$ cat config.mk
export PLATFORM = sky130hd
export DESIGN_NAME = dpr_ctrl_flat
export DESIGN_NICKNAME = d
export VERILOG_FILES = /design/src/hw/dpr_pkg.sv /design/src/hw/dpr_link_if.sv /design/src/hw/dpr_ctrl.sv /design/src/flat_wrapper.sv
export SDC_FILE = /design/constraint.sdc
export NUM_CORES = 1
export LEC_CHECK = 0
export BUFFER_PORTS_ARGS = -buffer_cell sky130_fd_sc_hd__buf_2
export CAP_MARGIN = 10
export CORE_MARGIN = 4
export CORE_UTILIZATION = 45
export CTS_BUF_LIST = sky130_fd_sc_hd__clkbuf_8
export CTS_CLUSTER_DIAMETER = 40
export DETAILED_ROUTE_END_ITERATION = 6
export PLACE_DENSITY = 0.73
export SLEW_MARGIN = 20
export SYNTH_ARGS = -nofsm -noshare
export SYNTH_HDL_FRONTEND = slang
export SYNTH_SLANG_ARGS = --single-unit
$ cat constraint.sdc
create_clock -name clock -period 3.8 [get_ports clock]
set_clock_uncertainty 0.15 [all_clocks]
set_input_delay 1.14 -clock clock [delete_from_list [all_inputs] [get_ports clock]]
set_output_delay 1.14 -clock clock [all_outputs]
set_load 0.1 [all_outputs]
$ cat src/hw/dpr_pkg.sv
// shared constants and types for both ddr2 refresh/power-down ends
// ==================================================================
// Overview of operation
// - A10 high precharges all, else one bank
// - activate a bank before read or write
// - wait tRP single, tRPA after precharge all
// - refresh at most every 7.8125us on average
// - refresh starts at command, lasts tRFC
// - above 85C refresh interval 3.9us
// - refresh with cke low enters self refresh
// - clock stable one period around self refresh
// - only nop/deselect for tXSNR after exit
// - nop/deselect 200 clocks after self refresh
// - non-read after tXSNR, read after tXSRD
// - exit delays count from first cke high
// - cke high until tXSRD unless re-entering
// - odt off before and after self refresh
// - self refresh only with all banks idle
// - cke high until burst completes
// - cke low with nop enters power-down
// - idle banks precharge, open row active
// - buffers off, dll frozen, reset if unlocked
// - active power-down exits at same frequency
// - cke keeps each level three edges
// - tXP non-read, tXARD or tXARDS read
package dpr_pkg;
    // ==============================================================
    // geometry
    localparam int NUM_BANKS = 8;
    localparam int BA_W = 3;
    localparam int CNT_W = 12;
    // ==============================================================
    // times, ps or clocks
    localparam int CLK_PS = 4000;
    localparam int T_RP_PS = 15000;
    localparam int T_RPA_PS = 17500;
    localparam int T_RFC_PS = 197500;
    localparam int T_XSNR_PS = 207500;
    localparam int T_REFI_PS = 7812500;
    localparam int T_REFI_HOT_PS = 3900000;
    localparam int XSRD_CK = 200;
    localparam int XP_CK = 2;
    localparam int XARD_CK = 2;
    localparam int XARDS_CK = 7;
    localparam int CKE_MIN_CK = 3;
    localparam int ACT_GAP_CK = 1;
    localparam int BURST_CK = 8;
    localparam int ODT_OFF_CK = 3;

    function automatic int cyc_up(input int ps);
        int c;
        c = (ps + CLK_PS - 1) / CLK_PS;
        return (c < 1) ? 1 : c;
    endfunction

    function automatic int cyc_dn(input int ps);
        int c;
        c = ps / CLK_PS;
        return (c < 1) ? 1 : c;
    endfunction

    // ==============================================================
    // cycle counts
    localparam logic [CNT_W-1:0] RP_CYC = CNT_W'(cyc_up(T_RP_PS));
    localparam logic [CNT_W-1:0] RPA_CYC = CNT_W'(cyc_up(T_RPA_PS));
    localparam logic [CNT_W-1:0] RFC_CYC = CNT_W'(cyc_up(T_RFC_PS));
    localparam logic [CNT_W-1:0] XSNR_CYC = CNT_W'(cyc_up(T_XSNR_PS));
    localparam logic [CNT_W-1:0] REFI_CYC = CNT_W'(cyc_dn(T_REFI_PS));
    localparam logic [CNT_W-1:0] REFI_HOT_CYC =
        CNT_W'(cyc_dn(T_REFI_HOT_PS));
    localparam logic [CNT_W-1:0] XSRD_CYC = CNT_W'(XSRD_CK);
    localparam logic [CNT_W-1:0] XP_CYC = CNT_W'(XP_CK);
    localparam logic [CNT_W-1:0] XARD_CYC = CNT_W'(XARD_CK);
    localparam logic [CNT_W-1:0] XARDS_CYC = CNT_W'(XARDS_CK);
    localparam logic [CNT_W-1:0] CKE_MIN_CYC = CNT_W'(CKE_MIN_CK);
    localparam logic [CNT_W-1:0] ACT_GAP_CYC = CNT_W'(ACT_GAP_CK);
    localparam logic [CNT_W-1:0] BURST_CYC = CNT_W'(BURST_CK);
    localparam logic [CNT_W-1:0] ODT_OFF_CYC = CNT_W'(ODT_OFF_CK);
    localparam logic [CNT_W-1:0] ONE_CYC = 12'h001;
    localparam logic CKE_RST = 1'b1;

    // ==============================================================
    // link commands, {ras_n, cas_n, we_n} with cs_n low, deselect with cs_n high
    typedef enum logic [3:0] {
        CMD_LM = 4'h0,
        CMD_REF = 4'h1,
        CMD_PRE = 4'h2,
        CMD_ACT = 4'h3,
        CMD_WR = 4'h4,
        CMD_RD = 4'h5,
        CMD_NOP = 4'h7,
        CMD_DES = 4'h8
    } dpr_cmd_t;

    // controller user requests
    typedef enum logic [3:0] {
        REQ_NOP = 4'h0,
        REQ_ACT = 4'h1,
        REQ_PRE = 4'h2,
        REQ_PREA = 4'h3,
        REQ_READ = 4'h4,
        REQ_WRITE = 4'h5,
        REQ_PD = 4'h6,
        REQ_SR = 4'h7,
        REQ_WAKE = 4'h8
    } dpr_req_t;

    function automatic dpr_cmd_t dpr_decode(input logic cs_n,
        input logic ras_n, input logic cas_n, input logic we_n);
        if (cs_n) begin
            return CMD_DES;
        end
        return dpr_cmd_t'({1'b0, ras_n, cas_n, we_n});
    endfunction
endpackage

$ cat src/hw/dpr_link_if.sv
// command and clock-enable link between controller and device
interface dpr_link_if;
    logic cke;
    logic cs_n;
    logic ras_n;
    logic cas_n;
    logic we_n;
    logic [dpr_pkg::BA_W-1:0] ba;
    logic a10;
    logic odt;

    modport ctrl (
        output cke, cs_n, ras_n, cas_n, we_n, ba, a10, odt
    );
    modport dev (
        input cke, cs_n, ras_n, cas_n, we_n, ba, a10, odt
    );
endinterface

$ cat src/hw/dpr_ctrl.sv
// controller end: command issue, refresh timing and clock enable
module dpr_ctrl (
    // link
    dpr_link_if.ctrl link,
    // clock and reset
    input wire logic clock,
    input wire logic resetn,
    // request
    input wire logic req_valid,
    input wire dpr_pkg::dpr_req_t req_cmd,
    input wire logic [dpr_pkg::BA_W-1:0] req_bank,
    output logic req_ready,
    // configuration
    input wire logic temp_hot,
    input wire logic slow_exit,
    input wire logic odt_en,
    input wire logic dll_locked,
    // status
    output logic [dpr_pkg::NUM_BANKS-1:0] bank_open,
    output logic power_down,
    output logic self_refresh,
    output logic refresh_due,
    output logic dll_reset_req
);
    import dpr_pkg::*;

    typedef enum logic [2:0] {
        CS_RUN = 3'b001,
        CS_PD = 3'b010,
        CS_SR = 3'b100
    } dpr_cstate_t;

    dpr_cstate_t state_q;
    dpr_cmd_t cmd_q, cmd_d;
    logic cke_q, cke_d, a10_q, a10_d, odt_q, odt_d;
    logic [BA_W-1:0] ba_q;
    logic [NUM_BANKS-1:0] bank_q;
    logic [CNT_W-1:0] gap_q, rd_gap_q, burst_q, run_q, refi_q, quiet_q;
    logic [CNT_W-1:0] refi_len;
    logic apd_q, dll_lost_q, dll_rst_q;
    logic run, free, burst_idle, cke_free, odt_quiet, ok, take;
    logic due, auto_pre, auto_ref, auto_wake, go_down, go_up, free_ref;

    assign run = (state_q == CS_RUN);
    assign due = (refi_q == '0) && (state_q != CS_SR);
    assign free = run && (gap_q == '0) && !due;
    assign burst_idle = (burst_q == '0);
    assign cke_free = (run_q >= CKE_MIN_CYC);
    assign odt_quiet = !odt_q && (quiet_q >= ODT_OFF_CYC);

    // ==============================================================
    // request acceptance
    always_comb begin
        case (req_cmd)
            REQ_NOP: ok = run;
            REQ_ACT: ok = free && !bank_q[req_bank];
            REQ_PRE, REQ_PREA: ok = free && burst_idle;
            REQ_READ: ok = free && bank_q[req_bank] &&
                (rd_gap_q == '0);
            REQ_WRITE: ok = free && bank_q[req_bank];
            REQ_PD: ok = free && burst_idle && cke_free;
            REQ_SR: ok = free && burst_idle && cke_free &&
                (bank_q == '0) && odt_quiet;
            REQ_WAKE: ok = !run && cke_free;
            default: ok = 1'b0;
        endcase
    end

    assign req_ready = ok;
    assign take = req_valid && ok;

    // ==============================================================
    // refresh scheduling
    assign free_ref = run && (gap_q == '0) && burst_idle;
    assign auto_pre = due && free_ref && (bank_q != '0);
    assign auto_ref = due && free_ref && (bank_q == '0);
    assign auto_wake = due && (state_q == CS_PD) && cke_free;

    // ==============================================================
    // command and clock-enable choice
    always_comb begin
        cmd_d = CMD_NOP;
        a10_d = 1'b0;
        cke_d = cke_q;
        if (auto_pre) begin
            cmd_d = CMD_PRE;
            a10_d = 1'b1;
        end else if (auto_ref) begin
            cmd_d = CMD_REF;
        end else if (auto_wake) begin
            cke_d = 1'b1;
        end else if (take) begin
            case (req_cmd)
                REQ_ACT: cmd_d = CMD_ACT;
                REQ_PRE: cmd_d = CMD_PRE;
                REQ_PREA: begin
                    cmd_d = CMD_PRE;
                    a10_d = 1'b1;
                end
                REQ_READ: cmd_d = CMD_RD;
                REQ_WRITE: cmd_d = CMD_WR;
                REQ_PD: cke_d = 1'b0;
                REQ_SR: begin
                    cmd_d = CMD_REF;
                    cke_d = 1'b0;
                end
                REQ_WAKE: cke_d = 1'b1;
                default: cmd_d = CMD_NOP;
            endcase
        end
    end

    assign go_down = cke_q && !cke_d;
    assign go_up = !cke_q && cke_d;
    // odt low in power states, while self refresh is asked, until xsrd
    assign odt_d = odt_en && run && cke_d && (rd_gap_q == '0) &&
        !(req_valid && req_cmd == REQ_SR);

    // ==============================================================
    // link outputs
    always_ff @(posedge clock or negedge resetn) begin
        if (!resetn) begin
            cmd_q <= CMD_NOP;
            a10_q <= 1'b0;
            ba_q <= '0;
            cke_q <= CKE_RST;
            odt_q <= 1'b0;
        end else begin
            cmd_q <= cmd_d;
            a10_q <= a10_d;
            ba_q <= req_bank;
            cke_q <= cke_d;
            odt_q <= odt_d;
        end
    end

    assign link.cke = cke_q;
    assign link.cs_n = (cmd_q == CMD_DES);
    assign link.ras_n = cmd_q[2];
    assign link.cas_n = cmd_q[1];
    assign link.we_n = cmd_q[0];
    assign link.ba = ba_q;
    assign link.a10 = a10_q;
    assign link.odt = odt_q;

    // ==============================================================
    // power state
    always_ff @(posedge clock or negedge resetn) begin
        if (!resetn) begin
            state_q <= CS_RUN;
        end else begin
            case (state_q)
                CS_RUN: begin
                    if (go_down) begin
                        state_q <= (cmd_d == CMD_REF) ? CS_SR : CS_PD;
                    end
                end
                CS_PD, CS_SR: begin
                    if (go_up) begin
                        state_q <= CS_RUN;
                    end
                end
                default: state_q <= CS_RUN;
            endcase
        end
    end

    // entry kind and dll state, kept across power-down
    always_ff @(posedge clock or negedge resetn) begin
        if (!resetn) begin
            apd_q <= 1'b0;
            dll_lost_q <= 1'b0;
            dll_rst_q <= 1'b0;
        end else begin
            dll_rst_q <= go_up && (state_q == CS_PD) && dll_lost_q;
            if (go_down) begin
                apd_q <= (bank_q != '0);
                dll_lost_q <= !dll_locked;
            end
        end
    end

    // ==============================================================
    // open rows
    always_ff @(posedge clock or negedge resetn) begin
        if (!resetn) begin
            bank_q <= '0;
        end else if (cmd_d == CMD_ACT) begin
            bank_q[req_bank] <= 1'b1;
        end else if (cmd_d == CMD_PRE) begin
            if (a10_d) begin
                bank_q <= '0;
            end else begin
                bank_q[req_bank] <= 1'b0;
            end
        end
    end

    // ==============================================================
    // command spacing
    always_ff @(posedge clock or negedge resetn) begin
        if (!resetn) begin
            gap_q <= '0;
        end else if (go_up) begin
            // after self refresh wait the full 200 clocks before any command, else tXP
            gap_q <= (state_q == CS_SR) ? XSRD_CYC - ONE_CYC :
                XP_CYC - ONE_CYC;
        end else if (cmd_d == CMD_PRE) begin
            gap_q <= a10_d ? RPA_CYC - ONE_CYC : RP_CYC - ONE_CYC;
        end else if (cmd_d == CMD_REF && cke_d) begin
            gap_q <= RFC_CYC - ONE_CYC;
        end else if (cmd_d == CMD_ACT) begin
            gap_q <= ACT_GAP_CYC - ONE_CYC;
        end else if (gap_q != '0) begin
            gap_q <= gap_q - ONE_CYC;
        end
    end

    always_ff @(posedge clock or negedge resetn) begin
        if (!resetn) begin
            rd_gap_q <= '0;
        end else if (go_up && state_q == CS_SR) begin
            rd_gap_q <= XSRD_CYC - ONE_CYC;
        end else if (go_up) begin
            rd_gap_q <= !apd_q ? XP_CYC - ONE_CYC :
                slow_exit ? XARDS_CYC - ONE_CYC :
                XARD_CYC - ONE_CYC;
        end else if (rd_gap_q != '0) begin
            rd_gap_q <= rd_gap_q - ONE_CYC;
        end
    end

    always_ff @(posedge clock or negedge resetn) begin
        if (!resetn) begin
            burst_q <= '0;
        end else if (cmd_d == CMD_RD || cmd_d == CMD_WR) begin
            burst_q <= BURST_CYC - ONE_CYC;
        end else if (burst_q != '0) begin
            burst_q <= burst_q - ONE_CYC;
        end
    end

    always_ff @(posedge clock or negedge resetn) begin
        if (!resetn) begin
            run_q <= CKE_MIN_CYC;
        end else if (cke_d != cke_q) begin
            run_q <= ONE_CYC;
        end else if (run_q < CKE_MIN_CYC) begin
            run_q <= run_q + ONE_CYC;
        end
    end

    always_ff @(posedge clock or negedge resetn) begin
        if (!resetn) begin
            quiet_q <= '0;
        end else if (odt_q) begin
            quiet_q <= '0;
        end else if (quiet_q < ODT_OFF_CYC) begin
            quiet_q <= quiet_q + ONE_CYC;
        end
    end

    // ==============================================================
    // refresh interval
    assign refi_len = temp_hot ? REFI_HOT_CYC : REFI_CYC;

    always_ff @(posedge clock or negedge resetn) begin
        if (!resetn) begin
            refi_q <= REFI_CYC - ONE_CYC;
        end else if (auto_ref || state_q == CS_SR) begin
            refi_q <= refi_len - ONE_CYC;
        end else if (temp_hot && refi_q > REFI_HOT_CYC - ONE_CYC) begin
            refi_q <= REFI_HOT_CYC - ONE_CYC;
        end else if (refi_q != '0) begin
            refi_q <= refi_q - ONE_CYC;
        end
    end

    // ==============================================================
    // status
    // clock runs free from one source, so it is stable around every
    // power state and never changes frequency across power-down
    assign bank_open = bank_q;
    assign power_down = (state_q == CS_PD);
    assign self_refresh = (state_q == CS_SR);
    assign refresh_due = due;
    assign dll_reset_req = dll_rst_q;
endmodule

$ cat src/flat_wrapper.sv
// flat-port wrapper written by rule: the top's interface ports become plain ports
module dpr_ctrl_flat import dpr_pkg::*;
  (clock, resetn, req_valid, req_cmd, req_bank, req_ready, temp_hot, slow_exit, odt_en, dll_locked, bank_open, power_down, self_refresh, refresh_due, dll_reset_req, link_cke, link_cs_n, link_ras_n, link_cas_n, link_we_n, link_ba, link_a10, link_odt);
  dpr_link_if link_i ();
  input wire logic clock;
  input wire logic resetn;
  input wire logic req_valid;
  input wire dpr_pkg::dpr_req_t req_cmd;
  input wire logic [dpr_pkg::BA_W-1:0] req_bank;
  output logic req_ready;
  input wire logic temp_hot;
  input wire logic slow_exit;
  input wire logic odt_en;
  input wire logic dll_locked;
  output logic [dpr_pkg::NUM_BANKS-1:0] bank_open;
  output logic power_down;
  output logic self_refresh;
  output logic refresh_due;
  output logic dll_reset_req;
  output wire logic [$bits(link_i.cke)-1:0] link_cke;
  output wire logic [$bits(link_i.cs_n)-1:0] link_cs_n;
  output wire logic [$bits(link_i.ras_n)-1:0] link_ras_n;
  output wire logic [$bits(link_i.cas_n)-1:0] link_cas_n;
  output wire logic [$bits(link_i.we_n)-1:0] link_we_n;
  output wire logic [$bits(link_i.ba)-1:0] link_ba;
  output wire logic [$bits(link_i.a10)-1:0] link_a10;
  output wire logic [$bits(link_i.odt)-1:0] link_odt;
  assign link_cke = link_i.cke;
  assign link_cs_n = link_i.cs_n;
  assign link_ras_n = link_i.ras_n;
  assign link_cas_n = link_i.cas_n;
  assign link_we_n = link_i.we_n;
  assign link_ba = link_i.ba;
  assign link_a10 = link_i.a10;
  assign link_odt = link_i.odt;
  dpr_ctrl u_core (.link(link_i), .clock(clock), .resetn(resetn), .req_valid(req_valid), .req_cmd(req_cmd), .req_bank(req_bank), .req_ready(req_ready), .temp_hot(temp_hot), .slow_exit(slow_exit), .odt_en(odt_en), .dll_locked(dll_locked), .bank_open(bank_open), .power_down(power_down), .self_refresh(self_refresh), .refresh_due(refresh_due), .dll_reset_req(dll_reset_req));
endmodule
==> impl_metrics.toml <==
[power]
p_per_area_nw_per_um2 = 565
leakagePower_nw = 2.61
seq_power_share = 0.467
p_clk_frac = 0.218
peakVddDrop_mv = 0.336
p_comb_frac = 0.314
power_mw = 3.29
internal-power_mw = 2.08
switching_power_mw = 1.21
p_sw_frac = 0.367

[global_routing]
grt_max_degree = 53
grt-ovfl-total = 0
grt_pass1_vias = 3840
grt_pass1_wl_um = 18500
grt_usage = 0.179
grt_antenna_before_repair = 0

[drt]
ant_nets = 0
wirelength_um = 10900
drc_errors = 0
detail_route.vias_per_cell = 5.42
post_drt_wl_per_cell_um = 15.2
first_pass_iters = 4
first_iter_violations = 198
vias = 3889

[floorplan]
core.rowCount = 38
ios = 37
die-area_um2 = 12900
start_util = 0.461
die_y_um = 113
dieWidth_um = 113
core-area_um2 = 10800

[clock_tree]
cts_tree = "yes"
cts_root_buffer = "clkbuf_8"
clockBufferDepth = 2
numCtsBuffers = 9
hold_buffers = 0
h-tree-depth = 3
numClockSinks = 95
clkLatencyLatePin_ns = 0.38
clk_pin_slew_ns = 0.10

[sta]
drv_slew = 0
post-route-period-util = 1.03
fmax_mhz = 254
fin_ws_ns = -0.132
hold_violations = 0
setup_viol = 1
slew_headroom = 0.580
fin_crit_ns = 3.93
rsz0062_at_grt = "yes"
tightest_slew_ns = 0.629

[cells_and_area]
fillers = 990
final_util = 0.536
drive_gt1_frac = 0.208
final_nets = 599
num_antenna_cells = 0
final_area_um2 = 5810
syn_to_final_growth_pct = 16.3

[setup_path]
crit_required_ns = 2.51
path_max_fanout = 6
cp-end-kind = "primary output"
ff2ff_path_depth = 13
rrSetupSlack_ns = 0.50
critPathKind = "input pin to primary output"
r2r_end = "u_core.gap_q[1]"
cp-start-kind = "input pin"
reg2reg_from = "u_core.rd_gap_q[0]"
arrival_ns = 2.64

[yosys]
synth_edf_count = 0
synth_area_um2 = 5000
synth_cell_type_count = 65
synth-seq-cells = 95
synth.avg_cell_area_um2 = 9.80
ys.flop_type = "dfrtp_1"
netlist_instances = 510
ys_seq_area_frac = 0.479
ys.warnings.count = 0
synth_nets = 536
synthArstFlopShare = 1.00

[place]
gp_congestion = 0.940
post_dp_cell_area_um2 = 5520
hpwl_um = 8050
port_buffers = 35

[worst_hold_path]
worstHoldStart = "u_core.run_q[6]"
hold_class = "register to register"
worstHoldEndpoint = "u_core.run_q[6]"
holdPathStages = 1

[flow_run]
max_cap_violations = 0

[status]
outcome = "finished with violations"
violations = "setup timing"
-- cells in the final DEF (no fill, tap or decap), drive strengths merged, types with 2 or more instances in the layout --
cell type,netlist,layout
dfrtp,83,83
buf,7,66
nand2,52,52
nor2,48,48
a21oi,27,27
o21ai,25,25
xnor2,23,23
inv,19,23
nor4,19,19
xor2,17,17
nor2b,17,17
and2,16,16
nor3,15,15
o31ai,14,14
nand3,13,13
ha,12,12
dfstp,12,12
clkbuf,7,10
and3,9,9
or3,7,7
nand2b,7,7
nand4,6,6
mux2i,6,6
nor3b,5,5
nand3b,4,4
nor4b,4,4
a31oi,3,3
a21boi,3,3
or2,3,3
o21ba,2,2
nand4b,2,2
o31a,2,2
a2bb2oi,2,2
clkinv,1,2
-- kinds of logic (layout without fill, tap and decap cells) --
kind of cell / after synthesis / in the layout / synth area share
and+or+nand+nor: 229 / 229 / 0.249
DFF: 95 / 95 / 0.479
AOI/OAI and AO/OA: 92 / 92 / 0.125
buffers and inverters: 34 / 102 / 0.0323
adders and majority gates: 12 / 12 / 0.0300
xor gates and xnor gates: 40 / 40 / 0.0701
muxes: 7 / 7 / 0.0143
other: 1 / 1 / 0.000750
-- Yosys cell counts, types with 8 or more instances --
master	instances	area (µm²)
a21oi_1	27	135
and2_1	15	93.8
and3_1	8	50.1
dfrtp_1	83	2080
dfstp_2	12	315
ha_1	12	150
inv_1	18	67.6
nand2_1	52	195
nand3_1	13	65.1
nor2_1	48	180
nor2b_1	17	106
nor3_1	14	70.1
nor4_1	15	93.8
o21ai_0	14	70.1
o21ai_1	11	55.1
o31ai_1	14	105
xnor2_1	23	201
xor2_1	17	149
-- state kept, by name (all words and copies together) (netlist names) --
signal                count
u_core.burst_q           12
u_core.gap_q             12
u_core.quiet_q           12
u_core.rd_gap_q          12
u_core.refi_q            12
u_core.run_q             12
u_core.bank_open          8
u_core.cmd_q              3
u_core.link.ba            3
u_core.state_q            3
u_core.apd_q              1
u_core.dll_lost_q         1
u_core.dll_reset_req      1
u_core.link.a10           1
u_core.link.cke           1
u_core.link.odt           1
-- routing by layer --
layer,vias to the layer above,part of all wire,global-route usage
li1,1913,-,-
met1,1883,0.46,0.243
met2,75,0.48,0.282
met3,18,0.040,0.0345
met4,0,0.019,0.0737
met5,-,0,0
-- worst max path at each step --
stage                            from         to  cells after the start
after floorplan           req_bank[1]  req_ready                      7
after global placement    req_bank[1]  req_ready                      8
after detailed placement  req_bank[1]  req_ready                      8
after CTS                 req_bank[1]  req_ready                      9
after global routing      req_bank[1]  req_ready                      9
final                     req_bank[1]  req_ready                      9
-- cell type report --
class | instances | area [µm²] | share of cell area
Timing Repair Buffer | 66 | 452 | 0.0777
Inverter | 20 | 80.1 | 0.0138
Multi-Input combinational cell | 381 | 2500 | 0.431
Clock buffer | 10 | 138 | 0.0237
Clock inverter | 6 | 72.6 | 0.0125
Sequential cell | 95 | 2390 | 0.412
Tap cell | 140 | 175 | 0.0301
-- critical path, cell delays in order --
cell,delay [ns]
buf_8,0.11
buf_6,0.12
mux2i_4,0.18
o2bb2ai_4,0.15
o211a_1,0.22
o31ai_1,0.19
a21oi_1,0.10
or2_4,0.26
buf_12,0.17
-- power groups by stage --
| stage | Clock, mW | Sequential [mW] | Combinational (mW) |
|---|---|---|---|
| after global routing | 0.782 | 1.58 | 1.18 |
| after floorplan | 0 | 1.53 | 0.763 |
| final | 0.718 | 1.54 | 1.03 |
| after detailed placement | 0 | 1.55 | 1.02 |
| after CTS | 0.741 | 1.53 | 1.04 |
| after global placement | 0 | 1.53 | 0.983 |
-- metrics by stage --
stage | cells | hold WS (ns) | setup TNS, ns | setup WS (ns)
2_1_floorplan | 510 | 0.304 | 0 | 0.0109
3_3_place_gp | 701 | 0.319 | -0.376 | -0.351
3_5_place_dp | 701 | 0.321 | -0.681 | -0.347
4_1_cts | 718 | 0.349 | -0.176 | -0.176
5_1_grt | 718 | 0.372 | -0.202 | -0.202
6_report | 718 | 0.344 | -0.132 | -0.132
-- what timing repair did --
| action | CTS | global route |
|---|---|---|
| setup endpoints to repair | 1 | 1 |
| pin swaps | 4 | 3 |
| resized for setup | 12 | 2 |
| setup buffers | 1 | 0 |
Power figures use the tool's default switching activity.
